### src/aim_pkg.sv
package aim_pkg;

    // Bus geometry
    localparam int unsigned AIM_ADR_W     = 8;
    localparam int unsigned AIM_DAT_W     = 32;
    localparam int unsigned AIM_SEL_W     = 4;

    // Converter geometry
    localparam int unsigned AIM_NUM_CH    = 8;
    localparam int unsigned AIM_CH_IDX_W  = 3;
    localparam int unsigned AIM_RES_W     = 10;
    localparam int unsigned AIM_SRC_W     = 20;
    localparam int unsigned AIM_EXT_W     = 12;

    ////////////////////////////////////////////////////////////////////////////
    // Register byte offsets
    localparam logic [7:0] AIM_OFS_INT_DISABLE = 8'h28;
    localparam logic [7:0] AIM_OFS_INT_MASK    = 8'h2C;
    localparam logic [7:0] AIM_OFS_EVT_STATUS  = 8'h30;
    localparam logic [7:0] AIM_OFS_RESULT_BASE = 8'h50;
    localparam logic [7:0] AIM_OFS_RESULT_LAST = 8'h6C;

    ////////////////////////////////////////////////////////////////////////////
    // Source field positions, shared by disable, mask and status
    localparam int unsigned AIM_POS_DONE      = 0;
    localparam int unsigned AIM_POS_OVERRUN   = 8;
    localparam int unsigned AIM_POS_READY     = 16;
    localparam int unsigned AIM_POS_GOVERRUN  = 17;
    localparam int unsigned AIM_POS_RX_END    = 18;
    localparam int unsigned AIM_POS_RX_FULL   = 19;

    ////////////////////////////////////////////////////////////////////////////
    // Values after reset
    localparam logic [19:0] AIM_RST_MASK      = 20'h00000;
    localparam logic [19:0] AIM_RST_STATUS    = 20'h00000;
    localparam logic [9:0]  AIM_RST_RESULT    = 10'h000;
    localparam logic [31:0] AIM_RD_UNMAPPED   = 32'h00000000;

    // Bus response latency in clock cycles from request to acknowledge
    localparam int unsigned AIM_ACK_CYCLES    = 1;

endpackage

### src/aim_mask_reg.sv
`timescale 1ns/100ps
module aim_mask_reg
    import aim_pkg::*;
#(
    parameter int unsigned W = AIM_SRC_W
)
(
    input  wire logic         clk,
    input  wire logic         rst,
    input  wire logic         set_stb,
    input  wire logic [W-1:0] set_bits,
    input  wire logic         clr_stb,
    input  wire logic [W-1:0] clr_bits,
    output logic      [W-1:0] mask
);

    logic [W-1:0] mask_reg;
    logic [W-1:0] mask_next;
    logic [W-1:0] set_term;
    logic [W-1:0] clr_term;

    // Zero bits touch nothing; enable wins when both hit one bit
    assign set_term  = set_stb ? set_bits : '0;                  // [RULE9]
    assign clr_term  = clr_stb ? clr_bits : '0;                  // [RULE1]
    assign mask_next = (mask_reg & ~clr_term) | set_term;

    // Cleared at reset so nothing can interrupt before software asks
    always_ff @(posedge clk or posedge rst)
    begin
        if (rst)
            mask_reg <= AIM_RST_MASK[W-1:0];                     // [RULE12]
        else
            mask_reg <= mask_next;
    end

    assign mask = mask_reg;

endmodule

### src/aim_result_bank.sv
`timescale 1ns/100ps
module aim_result_bank
    import aim_pkg::*;
#(
    parameter int unsigned N  = AIM_NUM_CH,
    parameter int unsigned IW = AIM_CH_IDX_W,
    parameter int unsigned W  = AIM_RES_W
)
(
    input  wire logic                clk,
    input  wire logic                rst,
    input  wire logic                eoc_stb,
    input  wire logic [IW-1:0]       eoc_chan,
    input  wire logic [W-1:0]        eoc_data,
    input  wire logic [N-1:0]        ch_enable,
    input  wire logic [N-1:0]        rd_clr,
    output logic      [N-1:0][W-1:0] result,
    output logic      [N-1:0]        done
);

    logic [N-1:0][W-1:0] result_reg;
    logic [N-1:0]        done_reg;
    logic [N-1:0]        load;
    logic [N-1:0]        done_next;

    genvar g;
    generate
        for (g = 0; g < N; g++)
        begin : g_ch
            // Load only when this channel finishes and is enabled
            assign load[g] = eoc_stb && (eoc_chan == IW'(g)) && ch_enable[g];  // [RULE8]

            // Completion wins over the read clear; disable forces zero
            assign done_next[g] = ((done_reg[g] & ~rd_clr[g]) | load[g])
                                  & ch_enable[g];                             // [RULE10]

            // Result holds until the next completed conversion
            always_ff @(posedge clk or posedge rst)
            begin
                if (rst)
                    result_reg[g] <= AIM_RST_RESULT[W-1:0];
                else if (load[g])
                    result_reg[g] <= eoc_data;                                // [RULE7]
            end
        end
    endgenerate

    // Done flags of all channels
    always_ff @(posedge clk or posedge rst)
    begin
        if (rst)
            done_reg <= '0;
        else
            done_reg <= done_next;
    end

    assign result = result_reg;
    assign done   = done_reg;

endmodule

### src/aim_top.sv
// What this block does
// RULE1 - Disable write: each one bit clears its mask bit, zeros change nothing.
// RULE2 - Disable register is write-only: done 7:0, overrun 15:8, globals 16 to 19.
// RULE3 - Mask read shows one for every enabled interrupt source.
// RULE4 - Mask read shows zero for every disabled interrupt source.
// RULE5 - Mask register is read-only with the same layout as disable.
// RULE6 - Channel result registers are read-only, result in bits 9:0, rest zero.
// RULE7 - Result captured at conversion end, held until next conversion on that channel.
// RULE8 - Result updated only while the channel is enabled, else kept.
// RULE9 - Enable strobe: each one bit sets its mask bit, zeros change nothing.
// RULE10 - Done flag is one only for an enabled channel with finished conversion.
// RULE11 - Interrupt high while any flagged source is also unmasked.
// RULE12 - After reset every mask bit is cleared.
`timescale 1ns/100ps
module aim_top
    import aim_pkg::*;
(
    input  wire logic                    CLK_SYS,
    input  wire logic                    RST,
    // Wishbone classic slave
    input  wire logic                    WB_CYC_I,
    input  wire logic                    WB_STB_I,
    input  wire logic                    WB_WE_I,
    input  wire logic [AIM_ADR_W-1:0]    WB_ADR_I,
    input  wire logic [AIM_SEL_W-1:0]    WB_SEL_I,
    input  wire logic [AIM_DAT_W-1:0]    WB_DAT_I,
    output logic      [AIM_DAT_W-1:0]    WB_DAT_O,
    output logic                         WB_ACK_O,
    // Converter side, same clock
    input  wire logic                    IER_WR_STB,
    input  wire logic [AIM_SRC_W-1:0]    IER_WR_DATA,
    input  wire logic [AIM_EXT_W-1:0]    STATUS_FLAGS,
    input  wire logic [AIM_NUM_CH-1:0]   CH_ENABLE,
    input  wire logic                    EOC_STB,
    input  wire logic [AIM_CH_IDX_W-1:0] EOC_CHAN,
    input  wire logic [AIM_RES_W-1:0]    EOC_DATA,
    output logic      [AIM_NUM_CH-1:0]   CONV_DONE,
    output logic      [AIM_SRC_W-1:0]    INT_MASK,
    output logic                         ADC_IRQ
);

    ////////////////////////////////////////////////////////////////////////////
    // Helpers

    // Byte-lane enables widened to a bit mask
    function automatic logic [AIM_DAT_W-1:0] lane_mask(input logic [AIM_SEL_W-1:0] sel);
        logic [AIM_DAT_W-1:0] m;
        m = '0;
        for (int i = 0; i < AIM_SEL_W; i++)
            m[i*8 +: 8] = {8{sel[i]}};
        return m;
    endfunction

    // Word address match, low two bits ignored
    function automatic logic word_hit(input logic [AIM_ADR_W-1:0] a,
                                      input logic [AIM_ADR_W-1:0] ofs);
        return a[AIM_ADR_W-1:2] == ofs[AIM_ADR_W-1:2];
    endfunction

    ////////////////////////////////////////////////////////////////////////////
    // Declarations

    logic                              ack_reg;
    logic [AIM_DAT_W-1:0]              dat_reg;
    logic [AIM_DAT_W-1:0]              dat_next;
    logic                              access;
    logic                              wr_access;
    logic                              rd_access;
    logic [AIM_DAT_W-1:0]              wr_bits;
    logic                              hit_disable;
    logic                              hit_mask;
    logic                              hit_status;
    logic                              hit_result;
    logic [AIM_CH_IDX_W-1:0]           result_idx;
    logic [AIM_ADR_W-1:0]              result_off;
    logic [AIM_NUM_CH-1:0]             result_rd;
    logic                              disable_wr;
    logic [AIM_SRC_W-1:0]              mask;
    logic [AIM_NUM_CH-1:0][AIM_RES_W-1:0] result;
    logic [AIM_NUM_CH-1:0]             done;
    logic [AIM_SRC_W-1:0]              flags;
    logic [AIM_SRC_W-1:0]              status_reg;
    logic [AIM_SRC_W-1:0]              status_next;
    logic                              status_rd;

    ////////////////////////////////////////////////////////////////////////////
    // Bus decode

    // One access per request; ack_reg blocks a second take of the same one
    assign access     = WB_CYC_I && WB_STB_I && !ack_reg;
    assign wr_access  = access && WB_WE_I;
    assign rd_access  = access && !WB_WE_I;
    assign wr_bits    = WB_DAT_I & lane_mask(WB_SEL_I);

    assign hit_disable = word_hit(WB_ADR_I, AIM_OFS_INT_DISABLE);
    assign hit_mask    = word_hit(WB_ADR_I, AIM_OFS_INT_MASK);
    assign hit_status  = word_hit(WB_ADR_I, AIM_OFS_EVT_STATUS);
    assign hit_result  = (WB_ADR_I >= AIM_OFS_RESULT_BASE)
                         && (WB_ADR_I <= (AIM_OFS_RESULT_LAST | 8'h03));
    assign result_off  = WB_ADR_I - AIM_OFS_RESULT_BASE;
    assign result_idx  = result_off[AIM_CH_IDX_W+1:2];

    // Disable is write-only; a write elsewhere is acknowledged and dropped
    assign disable_wr  = wr_access && hit_disable;                       // [RULE2]

    // Reading a channel result also retires its done flag
    genvar c;
    generate
        for (c = 0; c < AIM_NUM_CH; c++)
        begin : g_rd
            assign result_rd[c] = rd_access && hit_result
                                  && (result_idx == AIM_CH_IDX_W'(c));
        end
    endgenerate

    assign status_rd = rd_access && hit_status;

    ////////////////////////////////////////////////////////////////////////////
    // Interrupt mask: set by the enable strobe, cleared by disable writes

    aim_mask_reg #(
        .W        (AIM_SRC_W)
    ) u_mask (
        .clk      (CLK_SYS),
        .rst      (RST),
        .set_stb  (IER_WR_STB),
        .set_bits (IER_WR_DATA),
        .clr_stb  (disable_wr),
        .clr_bits (wr_bits[AIM_SRC_W-1:0]),                              // [RULE1]
        .mask     (mask)
    );

    ////////////////////////////////////////////////////////////////////////////
    // Channel results and done flags

    aim_result_bank #(
        .N         (AIM_NUM_CH),
        .IW        (AIM_CH_IDX_W),
        .W         (AIM_RES_W)
    ) u_bank (
        .clk       (CLK_SYS),
        .rst       (RST),
        .eoc_stb   (EOC_STB),
        .eoc_chan  (EOC_CHAN),
        .eoc_data  (EOC_DATA),
        .ch_enable (CH_ENABLE),
        .rd_clr    (result_rd),
        .result    (result),
        .done      (done)
    );

    ////////////////////////////////////////////////////////////////////////////
    // Sticky event status, cleared by a read

    // Done flags sit in 7:0, converter flags above them
    assign flags = {STATUS_FLAGS, done};

    // A flag present in the read cycle wins, so no event is lost
    assign status_next = (status_rd ? '0 : status_reg) | flags;

    always_ff @(posedge CLK_SYS or posedge RST)
    begin
        if (RST)
            status_reg <= AIM_RST_STATUS;
        else
            status_reg <= status_next;
    end

    // Level output; a still-high flag re-arms the bit after a read
    assign ADC_IRQ = |(status_reg & mask);                              // [RULE11]

    ////////////////////////////////////////////////////////////////////////////
    // Read data select

    // Unused upper bits read as zero in every register
    always_comb
    begin
        dat_next = AIM_RD_UNMAPPED;
        if (hit_mask)
            dat_next = {{(AIM_DAT_W-AIM_SRC_W){1'b0}}, mask};           // [RULE3] [RULE4] [RULE5]
        else if (hit_status)
            dat_next = {{(AIM_DAT_W-AIM_SRC_W){1'b0}}, status_reg};
        else if (hit_result)
            dat_next = {{(AIM_DAT_W-AIM_RES_W){1'b0}}, result[result_idx]}; // [RULE6]
    end

    ////////////////////////////////////////////////////////////////////////////
    // Acknowledge and data registers, one cycle after the request

    always_ff @(posedge CLK_SYS or posedge RST)
    begin
        if (RST)
        begin
            ack_reg <= 1'b0;
            dat_reg <= AIM_RD_UNMAPPED;
        end
        else
        begin
            ack_reg <= access;
            if (rd_access)
                dat_reg <= dat_next;
        end
    end

    assign WB_ACK_O  = ack_reg;
    assign WB_DAT_O  = dat_reg;
    assign CONV_DONE = done;                                             // [RULE10]
    assign INT_MASK  = mask;

endmodule

### config.mk
export PLATFORM = sky130hd
export DESIGN_NAME = aim_top
export DESIGN_NICKNAME = d
export VERILOG_FILES = /design/src/aim_pkg.sv /design/src/aim_mask_reg.sv /design/src/aim_result_bank.sv /design/src/aim_top.sv
export SDC_FILE = /design/constraint.sdc
export NUM_CORES = 1
export LEC_CHECK = 0
export ABC_CLOCK_PERIOD_IN_PS = 5300
export BUFFER_PORTS_ARGS = -buffer_cell sky130_fd_sc_hd__buf_4
export CORE_MARGIN = 5
export CORE_UTILIZATION = 53
export CTS_CLUSTER_SIZE = 16
export DETAILED_ROUTE_END_ITERATION = 8
export PLACE_DENSITY = 0.88
export SKIP_LAST_GASP = 1
export SLEW_MARGIN = 30
export SYNTH_ARGS = -nofsm -noshare
export SYNTH_HDL_FRONTEND = slang
export SYNTH_SLANG_ARGS = --single-unit
export TNS_END_PERCENT = 5
### constraint.sdc
create_clock -name CLK_SYS -period 5.3 [get_ports CLK_SYS]
set_input_delay 0.265 -clock CLK_SYS [delete_from_list [all_inputs] [get_ports CLK_SYS]]
set_output_delay 0.265 -clock CLK_SYS [all_outputs]
set_load 0.05 [all_outputs]
==> summary.md, run 1 <==
| Metric | Value |
|---|---|
| Power per Cell Area | between 300 and 400 nW/um2 |
| Initial antenna violation count | 0 |
| Net count of the finished layout | ~740 |
| Startpoint kind of the worst setup timing path | flip-flop |
| Share of the core filled with cells in the final layout | about two thirds |
| # H-tree levels | 4 |
| IO Port Bufs | 138 |
| Total of cells resized after clock tree synthesis | 0 |
| Cell row count | a little over 40 |
| Post-synth EDFFs | 0 |
| Congestion Overflow GR | 0 |
| Via count | about 5,000 |
| Number of instances in the synthesized netlist | 502 |
| Maximum clock insertion buffer count | 2 |
| Count of final hold-check violations | 0 |
| Slew at the pin closest to its max-slew limit | slightly below 900 ps |
| Ports | around 170 |
| Worst-path cell with the longest stage delay | sky130_fd_sc_hd__or4b_1 |
| Count of TritonRoute iterations in the first routing pass | 5 |
| Final Critical Period | between 2000 and 2500 ps |
| Final std cell area, no fill | 8440 um2 |
| Peak Freq | 422 MHz |
| Area added between synthesis and finish | 26.3% |
| Worst ir drop on vdd | 0.274 mV |
| Pin count of the biggest net entering global routing | about 90 |
| Total leakage power | between 3 and 4 nW |
| Post-detailed-placement half-perimeter wirelength | approximately 13 mm |
| Post-DR wirelength/cell | 22.6 um |
| Layout cell share with drive strength beyond 1 | 43.1% |
| Cell breakdown of the critical path | nand4bb_1 > buf_4 > or4b_1 > o311ai_1 > nand2_1 |
| Cell area after placement | 7790 um2 |
| Setup Viol. Count Final | 0 |
| Leading cell types by total area after synthesis | sky130_fd_sc_hd__dfrtp_1, sky130_fd_sc_hd__mux2_2, sky130_fd_sc_hd__mux4_2 |
| Commonest register cell after synthesis | sky130_fd_sc_hd__dfrtp_1 |
| Chip height | about 120 um |
| Number of hold-repair buffers added at the cts stage | 0 |
| Wire length of the first global-routing pass | between 20 and 30 mm |
| Number of antenna repair diodes | 0 |
| Share of the synthesized area in the top cell type | a little under three fifths |
| CTS Sinks | approximately 150 |
| Post-CTS setup buffers | 0 |
| Sort of element at the end of the critical path | flip-flop |
| Residual antenna-violating net count after detailed routing | 0 |
| Cell with the most instances after synthesis | sky130_fd_sc_hd__dfrtp_1 |
| Sequential-to-total area share from yosys stat | around 56% |
| Worst reg-to-reg path cell count | 5 |
| Drt initial violations | 573 |
| Run status | finished, final reports clean |
| Final Wtd Congestion | around 0.90 |
| Overall power of the completed layout | 3.22 mW |
| WP data arrival | 2630 ps |
| Area of the die | around 15,000 um2 |
| Clock tree from TritonCTS | built |
| Flip-flop count of the largest register, all copies and words added | 80 |
| Summed negative setup slack over all endpoints | 0 ps |
| Effective utilization at floorplan | a little over half |
| Clock tree root driver cell | sky130_fd_sc_hd__clkbuf_16 |
| Data required time at the worst endpoint | 5560 ps |
| Max-slew violations | 0 |
| #FFs+latches synth | 149 |
| Average cell area after synthesis | ~13 um2 |
| Post-synth ARST share | 100% |
| Via-per-instance ratio | between 6 and 7 |
| Worst path max stage delay | roughly 810 ps |
| Slew HR | 40.7% |
| Commonest cells in the synthesized netlist | sky130_fd_sc_hd__dfrtp_1, sky130_fd_sc_hd__mux2_2, sky130_fd_sc_hd__nand2_1, sky130_fd_sc_hd__a22o_1, sky130_fd_sc_hd__a21o_1 |
| Placeable core region | 12,500 um2 |
| Setup repair after global routing missed its margin | no |
| Worst setup path category | flip-flop to flip-flop |
| Setup Skew | around 4.7 ps |
| Total clock buffers created by CTS | 17 |
| Count of unique library cells instantiated by Yosys | 44 |
| Synth warn | 0 |
| Die width | between 100 and 150 um |
| Gr usage total | 25.4% |
| Final wirelength | around 19 mm |
| Total standard cell area after synthesis | between 6000 and 7000 um2 |
| Remaining DRCs | 0 |
| Number of global-route vias before repair | around 5,400 |
| Worst-Skew Late Latency | about 420 ps |
| Maximum capacitance violations | 0 |
| Classification of the worst-slack hold path | primary input to asynchronous set/reset pin |
| Ratio of final minimum period to clock period | between 40% and 50% |
| CP max FO | 31 |
| Clock transition at the registers of the reported paths | around 60 ps |
| Top cell type by total area after synthesis | sky130_fd_sc_hd__dfrtp_1 |
layout by cell type, fill, tap and decap left out, types with 4 or more instances in the layout:
| cell type | synthesis | layout |
|---|---|---|
| sky130_fd_sc_hd__a22o_1 | 24 | 24 |
| sky130_fd_sc_hd__nor2b_1 | 4 | 4 |
| sky130_fd_sc_hd__nor2_1 | 12 | 12 |
| sky130_fd_sc_hd__a22oi_1 | 13 | 13 |
| sky130_fd_sc_hd__bufinv_16 | 0 | 4 |
| sky130_fd_sc_hd__conb_1 | 1 | 12 |
| sky130_fd_sc_hd__o21ai_0 | 15 | 15 |
| sky130_fd_sc_hd__nand3_1 | 7 | 7 |
| sky130_fd_sc_hd__nand4_1 | 7 | 7 |
| sky130_fd_sc_hd__nand2_1 | 38 | 38 |
| sky130_fd_sc_hd__dfrtp_1 | 149 | 149 |
| sky130_fd_sc_hd__inv_1 | 6 | 5 |
| sky130_fd_sc_hd__buf_4 | 13 | 141 |
| sky130_fd_sc_hd__mux4_2 | 18 | 18 |
| sky130_fd_sc_hd__clkinv_2 | 0 | 4 |
| sky130_fd_sc_hd__clkbuf_8 | 0 | 4 |
| sky130_fd_sc_hd__mux2_2 | 81 | 81 |
| sky130_fd_sc_hd__clkbuf_16 | 0 | 17 |
| sky130_fd_sc_hd__a221oi_1 | 13 | 13 |
| sky130_fd_sc_hd__o22ai_1 | 9 | 9 |
| sky130_fd_sc_hd__a21o_1 | 20 | 20 |
| sky130_fd_sc_hd__mux2i_1 | 11 | 11 |
worst paths after layout:
check | endpoint | startpoint | slack (ps)
max | u_bank.done[5] | WB_ACK_O | 2930
min | u_mask.mask[17] | RST | 2
max reg2reg | u_bank.done[5] | WB_ACK_O | 2930
min reg2reg | WB_DAT_O[17] | WB_DAT_O[17] | 500
max in group asynchronous | u_bank.result[30] | RST | 4020
min in group CLK_SYS | status_reg[14] | STATUS_FLAGS[6] | 30
cells by family after synthesis:
logic type                Yosys count  share of synthesized area (%)
xor gates and xnor gates            1                          0.131
and+or+nand+nor                    91                           7.53
AOI/OAI and AO/OA                 103                           11.6
muxes                             110                           21.4
buffers and inverters              47                           3.52
other                               1                         0.0561
DFF                               149                           55.8
stage by stage:
stage / hold slack, ps / instances / setup slack (ps)
finish: 2.30 / 817 / 2930
global route: 20.2 / 817 / 2880
CTS: 17.6 / 817 / 2960
detailed placement: 449 / 785 / 2750
global placement: 445 / 785 / 2860
floorplan: 357 / 513 / 1030
area by class of cell:
class / count / area, um2
tap: 172 / 215
clock inverter: 9 / 148
sequential: 149 / 3730
timing repair buffer: 141 / 1060
clock buffer: 23 / 488
inverter: 6 / 27.5
fill: 882 / 4030
multi-input combinational: 317 / 2770
power by group:
group | switching [mW] | leakage, nW | internal, mW
Clock | 0.451 | 0.313 | 0.835
Sequential | 0.0981 | 1.72 | 1.31
Combinational | 0.264 | 1.70 | 0.268
routing by layer:
| metal | vias up | routed length, um | track usage (%) |
|---|---|---|---|
| li1 | 2137 | - | - |
| met1 | 2585 | 6860 | 29.1 |
| met2 | 244 | 9480 | 43.8 |
| met3 | 56 | 1440 | 6.27 |
| met4 | 0 | 712 | 13.6 |
| met5 | - | 0 | 0 |
critical path: cells and delay by family, from the launching register on:
family / cells / cell delay, ps
AND/OR/NAND/NOR: 3 / 1120
AO/OA/AOI/OAI: 1 / 430
flip-flops: 1 / 410
buffers and inverters: 1 / 240
No activity file was read; power rests on OpenSTA's default activity.
==> inputs of run 2 (changes only) <==
--- a/config.mk
+++ b/config.mk
@@ -5,7 +5,7 @@
 export SDC_FILE = /design/constraint.sdc
 export NUM_CORES = 1
 export LEC_CHECK = 0
-export ABC_CLOCK_PERIOD_IN_PS = 5300
+export ABC_CLOCK_PERIOD_IN_PS = 2250
 export BUFFER_PORTS_ARGS = -buffer_cell sky130_fd_sc_hd__buf_4
 export CORE_MARGIN = 5
 export CORE_UTILIZATION = 53
==> constraint.sdc (replaced) <==
create_clock -name CLK_SYS -period 2.25 [get_ports CLK_SYS]
set_input_delay 0.1125 -clock CLK_SYS [delete_from_list [all_inputs] [get_ports CLK_SYS]]
set_output_delay 0.1125 -clock CLK_SYS [all_outputs]
set_load 0.05 [all_outputs]
==> summary.md, run 2 (synthesis results as in run 1) <==
| Metric | Value |
|---|---|
| CTS Sinks | 149 |
| Worst path max stage delay | 410 ps |
| Slew HR | between 40% and 50% |
| Cell breakdown of the critical path | a22o_1 > a221oi_1 > and3_1 > nand4_1 > buf_4 |
| Drt initial violations | around 700 |
| Via count | 5,553 |
| IO Port Bufs | 138 |
| Setup Viol. Count Final | 0 |
| Count of TritonRoute iterations in the first routing pass | 7 |
| Ports | about 170 |
| Die width | ~120 um |
| Number of global-route vias before repair | between 5,000 and 6,000 |
| Area added between synthesis and finish | 36.6% |
| Max-slew violations | 0 |
| Ratio of final minimum period to clock period | 95.6% |
| Number of antenna repair diodes | 0 |
| Clock tree from TritonCTS | built |
| Startpoint kind of the worst setup timing path | flip-flop |
| Cell row count | just over 40 |
| Final Wtd Congestion | a little over 0.9 |
| Congestion Overflow GR | 0 |
| Layout cell share with drive strength beyond 1 | between 40% and 50% |
| Wire length of the first global-routing pass | ~33 mm |
| # H-tree levels | 4 |
| Remaining DRCs | 0 |
| Power per Cell Area | 854 nW/um2 |
| Maximum capacitance violations | 0 |
| Maximum clock insertion buffer count | 2 |
| Slew at the pin closest to its max-slew limit | approximately 820 ps |
| Net count of the finished layout | between 800 and 900 |
| Commonest non-fill, non-tap cell in the layout | sky130_fd_sc_hd__buf_4 |
| Clock transition at the registers of the reported paths | 60 ps |
| Area of the die | 15,000 um2 |
| Classification of the worst-slack hold path | primary input to flip-flop |
| Capturing point of the worst reg2reg path | u_mask.mask[15] |
| Hold path cells | 3 |
| Total leakage power | slightly above 4 nW |
| Final wirelength | around 22 mm |
| Setup Skew | approximately 11 ps |
| Post-CTS setup buffers | 0 |
| Destination of the worst hold path | u_mask.mask[8] |
| Via-per-instance ratio | 6.27 |
| WP data arrival | 2040 ps |
| Clock tree root driver cell | sky130_fd_sc_hd__clkbuf_16 |
| Worst-Skew Late Latency | 430 ps |
| Worst ir drop on vdd | between 0.5 and 0.6 mV |
| Data required time at the worst endpoint | around 2100 ps |
| CP max FO | 3 |
| Internal reg-to-reg setup slack | between 200 and 250 ps |
| Worst flop-to-flop path startpoint | WB_ACK_O |
| Pin count of the biggest net entering global routing | 66 |
| Post-detailed-placement half-perimeter wirelength | between 10 and 15 mm |
| Run status | finished, final reports clean |
| Flip-flop count of the largest register, all copies and words added | 80 |
| Initial antenna violation count | 0 |
| Gr usage total | 29.8% |
| Highest-count cells in the layout ignoring fill and taps | sky130_fd_sc_hd__buf_4, sky130_fd_sc_hd__dfrtp_1, sky130_fd_sc_hd__mux2_2 |
| Worst hold slack | 24.0 ps |
| Hold Crit Start | WB_DAT_I[8] |
| Chip height | about 120 um |
| Worst-path cell with the longest stage delay | sky130_fd_sc_hd__dfrtp_1 |
| Worst reg-to-reg path cell count | 4 |
| Placeable core region | between 10,000 and 15,000 um2 |
| Summed negative setup slack over all endpoints | 0 ps |
| Count of final hold-check violations | 0 |
| Residual antenna-violating net count after detailed routing | 0 |
| Peak Freq | 465 MHz |
| Sort of element at the end of the critical path | output port |
| Total clock buffers created by CTS | 17 |
| Final Critical Period | 2150 ps |
| Setup repair after global routing missed its margin | no |
| Effective utilization at floorplan | 53.6% |
| Post-DR wirelength/cell | ~25 um |
| Worst setup path category | flip-flop to output port |
-- run 2: cell types whose count changed in the layout (fill, tap and decap cells not counted), sizes merged --
cell	before	now
bufinv	4	5
clkbuf	23	21
buf	141	153
dlygate4sd3	0	57
clkinvlp	1	2
inv	6	5
-- run 2: worst max path at each step --
stage / slack, ps / start / depth (start not counted) / endpoint
6_report: 100 / status_reg[13] / 5 / ADC_IRQ
4_1_cts: 140 / status_reg[13] / 5 / ADC_IRQ
5_1_grt: 60 / u_mask.mask[13] / 5 / ADC_IRQ
3_5_place_dp: -6 / WB_ADR_I[7] / 5 / status_reg[0]
2_1_floorplan: 240 / WB_ACK_O / 6 / u_bank.done[0]
3_3_place_gp: 60 / WB_ADR_I[7] / 5 / status_reg[11]
-- run 2: area by class of cell --
class                      count  area [um2]
clock buffer                  21         460
tap                          172         215
clock inverter                10         178
multi-input combinational    317        2770
timing repair buffer         210        1740
fill                         710        3340
sequential                   149        3730
inverter                       6        26.3
-- run 2: power by group --
group | switching (mW) | internal [mW]
combinational | 0.664 | 0.707
clock | 1.09 | 2.01
sequential | 0.234 | 3.08
total | 1.99 | 5.80
-- run 2: stage by stage --
stage	area [um2]	instances	worst slack (ps)	utilization, %	total power [mW]
CTS	9120	885	138	73.1	7.76
detailed placement	7910	797	-6.35	63.4	4.60
global placement	7910	797	59.5	63.4	4.49
floorplan	6730	513	241	-	4.15
finish	9120	885	99.8	73.2	7.79
global route	9120	885	64.1	73.2	8.06
-- run 2: routing by layer --
layer  vias to the layer above  global-route usage, %  share of wire [%]
met3                       113                   10.0                 10
met4                         0                   17.1                5.8
li1                       2267                      -                  -
met5                         -                      0                  0
met1                      2750                   32.8                 34
met2                       423                   50.4                 50
-- run 2: worst max-delay path, delay by kind of cell (launching register included) --
kind | cells | cell delay, ps
DFF | 1 | 410
buffers and inverters | 1 | 240
AOI/OAI and AO/OA | 2 | 590
and+or+nand+nor | 2 | 380
-- run 2: repair_timing --
item	in CTS	in global routing
gates resized for setup	0	1
endpoints found under the hold margin	138	0
hold buffers	57	0
setup endpoints to repair	0	1
==> inputs of run 3 (changes only) <==
==> constraint.sdc (replaced) <==
create_clock -name CLK_SYS -period 2.25 [get_ports CLK_SYS]
set_input_delay 0.45 -clock CLK_SYS [delete_from_list [all_inputs] [get_ports CLK_SYS]]
set_output_delay 0.45 -clock CLK_SYS [all_outputs]
set_load 0.05 [all_outputs]
==> summary.md, run 3 (synthesis results as in run 1) <==
| Metric | Value |
|---|---|
| Run status | complete, but fails checks |
| Violations in the final reports | negative setup slack |
| Capturing point of the worst reg2reg path | u_bank.done[5] |
| Data required time at the worst endpoint | between 1500 and 2000 ps |
| Chip height | around 120 um |
| Summed negative setup slack over all endpoints | -105 ps |
| Residual antenna-violating net count after detailed routing | 0 |
| Congestion Overflow GR | 0 |
| Slew at the pin closest to its max-slew limit | between 700 and 800 ps |
| Commonest non-fill, non-tap cell in the layout | sky130_fd_sc_hd__buf_4 |
| Cell row count | 41 |
| Highest-count cells in the layout ignoring fill and taps | sky130_fd_sc_hd__buf_4, sky130_fd_sc_hd__dfrtp_1, sky130_fd_sc_hd__mux2_2 |
| Post-DR wirelength/cell | 23.0 um |
| Setup repair after global routing missed its margin | yes |
| Maximum capacitance violations | 0 |
| Power per Cell Area | about 850 nW/um2 |
| Post-detailed-placement half-perimeter wirelength | ~13 mm |
| Peak Freq | 425 MHz |
| Area of the die | between 10,000 and 15,000 um2 |
| Total leakage power | around 3.8 nW |
| Internal reg-to-reg setup slack | 360 ps |
| Placed Cells incl. Taps | 806 |
| Sort of element at the end of the critical path | output port |
| Final Critical Period | 2350 ps |
| Setup Viol. Count Final | 1 |
| Pin count of the biggest net entering global routing | between 70 and 80 |
| Remaining DRCs | 0 |
| Area added between synthesis and finish | 28.8% |
| Worst reg-to-reg path cell count | 4 |
| Flip-flop count of the largest register, all copies and words added | 80 |
| Ratio of final minimum period to clock period | 105% |
| Total clock buffers created by CTS | 17 |
| Worst ir drop on vdd | about 0.55 mV |
| Startpoint kind of the worst setup timing path | flip-flop |
| Number of hold-repair buffers added at the cts stage | 0 |
| Gr usage total | between 20% and 30% |
| Via-per-instance ratio | about 6.2 |
| Post-route worst setup slack | -105 ps |
| WP data arrival | 1900 ps |
| CTS Sinks | between 100 and 150 |
| Layout cell share with drive strength beyond 1 | about 45% |
| Final wirelength | just under 20 mm |
| Final instance count without filler cells | 840 |
| Clock tree root driver cell | sky130_fd_sc_hd__clkbuf_16 |
| Net count of the finished layout | 759 |
| Die width | ~120 um |
| Count of TritonRoute iterations in the first routing pass | 5 |
| Slew HR | between 40% and 50% |
| Max-slew violations | 0 |
| Worst flop-to-flop path startpoint | WB_ACK_O |
| Count of final hold-check violations | 0 |
| IO Port Bufs | between 100 and 150 |
| Clock transition at the registers of the reported paths | 60 ps |
| Share of the core filled with cells in the final layout | roughly 69% |
| CP max FO | 4 |
| Final Wtd Congestion | 0.906 |
| Drt initial violations | 615 |
| Initial antenna violation count | 0 |
| Via count | about 5,200 |
| Clock tree from TritonCTS | built |
| Placeable core region | 12,500 um2 |
| Effective utilization at floorplan | 53.6% |
| # H-tree levels | 4 |
| Classification of the worst-slack hold path | primary input to asynchronous set/reset pin |
| Ports | ~170 |
| Setup Skew | ~7.3 ps |
| Wire length of the first global-routing pass | approximately 30 mm |
| Number of antenna repair diodes | 0 |
| Maximum clock insertion buffer count | 2 |
| Worst-Skew Late Latency | around 420 ps |
| Number of global-route vias before repair | ~5,600 |
| Worst setup path category | flip-flop to output port |
[run 3: cell count changes in the layout (fill, tap and decap cells not counted), sizes merged]
cell	before	now
dlygate4sd3	57	0
clkbuf	21	29
bufinv	5	2
clkinv	4	1
buf	153	164
clkinvlp	2	1
[run 3: worst max path at each step]
stage	startpoint	end	cells after the start
detailed placement	WB_ADR_I[7]	status_reg[5]	5
floorplan	RST	WB_ACK_O	1
global placement	WB_ADR_I[7]	status_reg[14]	5
global route	u_mask.mask[18]	ADC_IRQ	5
CTS	status_reg[13]	ADC_IRQ	5
finish	u_mask.mask[18]	ADC_IRQ	5
[run 3: cell type report]
class                      instances  area [um2]
inverter                           6        26.3
fill                             803        3860
tap                              172         215
sequential                       149        3730
timing repair buffer             164        1270
multi-input combinational        317        2790
clock buffer                      29         510
clock inverter                     3        65.1
[run 3: per-layer routing]
| metal | GRT usage [%] | share of wire, % |
|---|---|---|
| met5 | 0 | 0 |
| met3 | 7.88 | 9.2 |
| met1 | 29.5 | 35 |
| met2 | 46.1 | 51 |
| met4 | 13.5 | 4.5 |
[run 3: timing repair]
action / in CTS / in global routing
hold endpoints to repair: 0 / 0
setup endpoints to repair: 1 / 1
buffers inserted: 2 / 0
gates resized for setup: 4 / 2
pin swaps: 2 / 1
[run 3: power by group]
part	switching (mW)	internal (mW)
clock network	1.02	1.75
registers	0.224	3.08
logic	0.625	0.645
total	1.87	5.48
[run 3: stage by stage]
stage | power [mW] | setup slack [ps] | hold WS (ps) | cell area [um2]
2_1_floorplan | 4.15 | -75.0 | 471 | 6730
3_3_place_gp | 4.49 | 118 | 468 | 7990
3_5_place_dp | 4.59 | -6.48 | 489 | 7990
4_1_cts | 7.36 | -43.8 | 199 | 8600
5_1_grt | 7.62 | -132 | 203 | 8610
6_report | 7.35 | -105 | 190 | 8610
[run 3: worst max-delay path, cell delays in order (launching register included)]
cell	delay, ps
sky130_fd_sc_hd__dfrtp_2	440
sky130_fd_sc_hd__a22o_1	270
sky130_fd_sc_hd__a221oi_2	210
sky130_fd_sc_hd__and3_4	240
sky130_fd_sc_hd__nand4_1	120
sky130_fd_sc_hd__buf_6	200
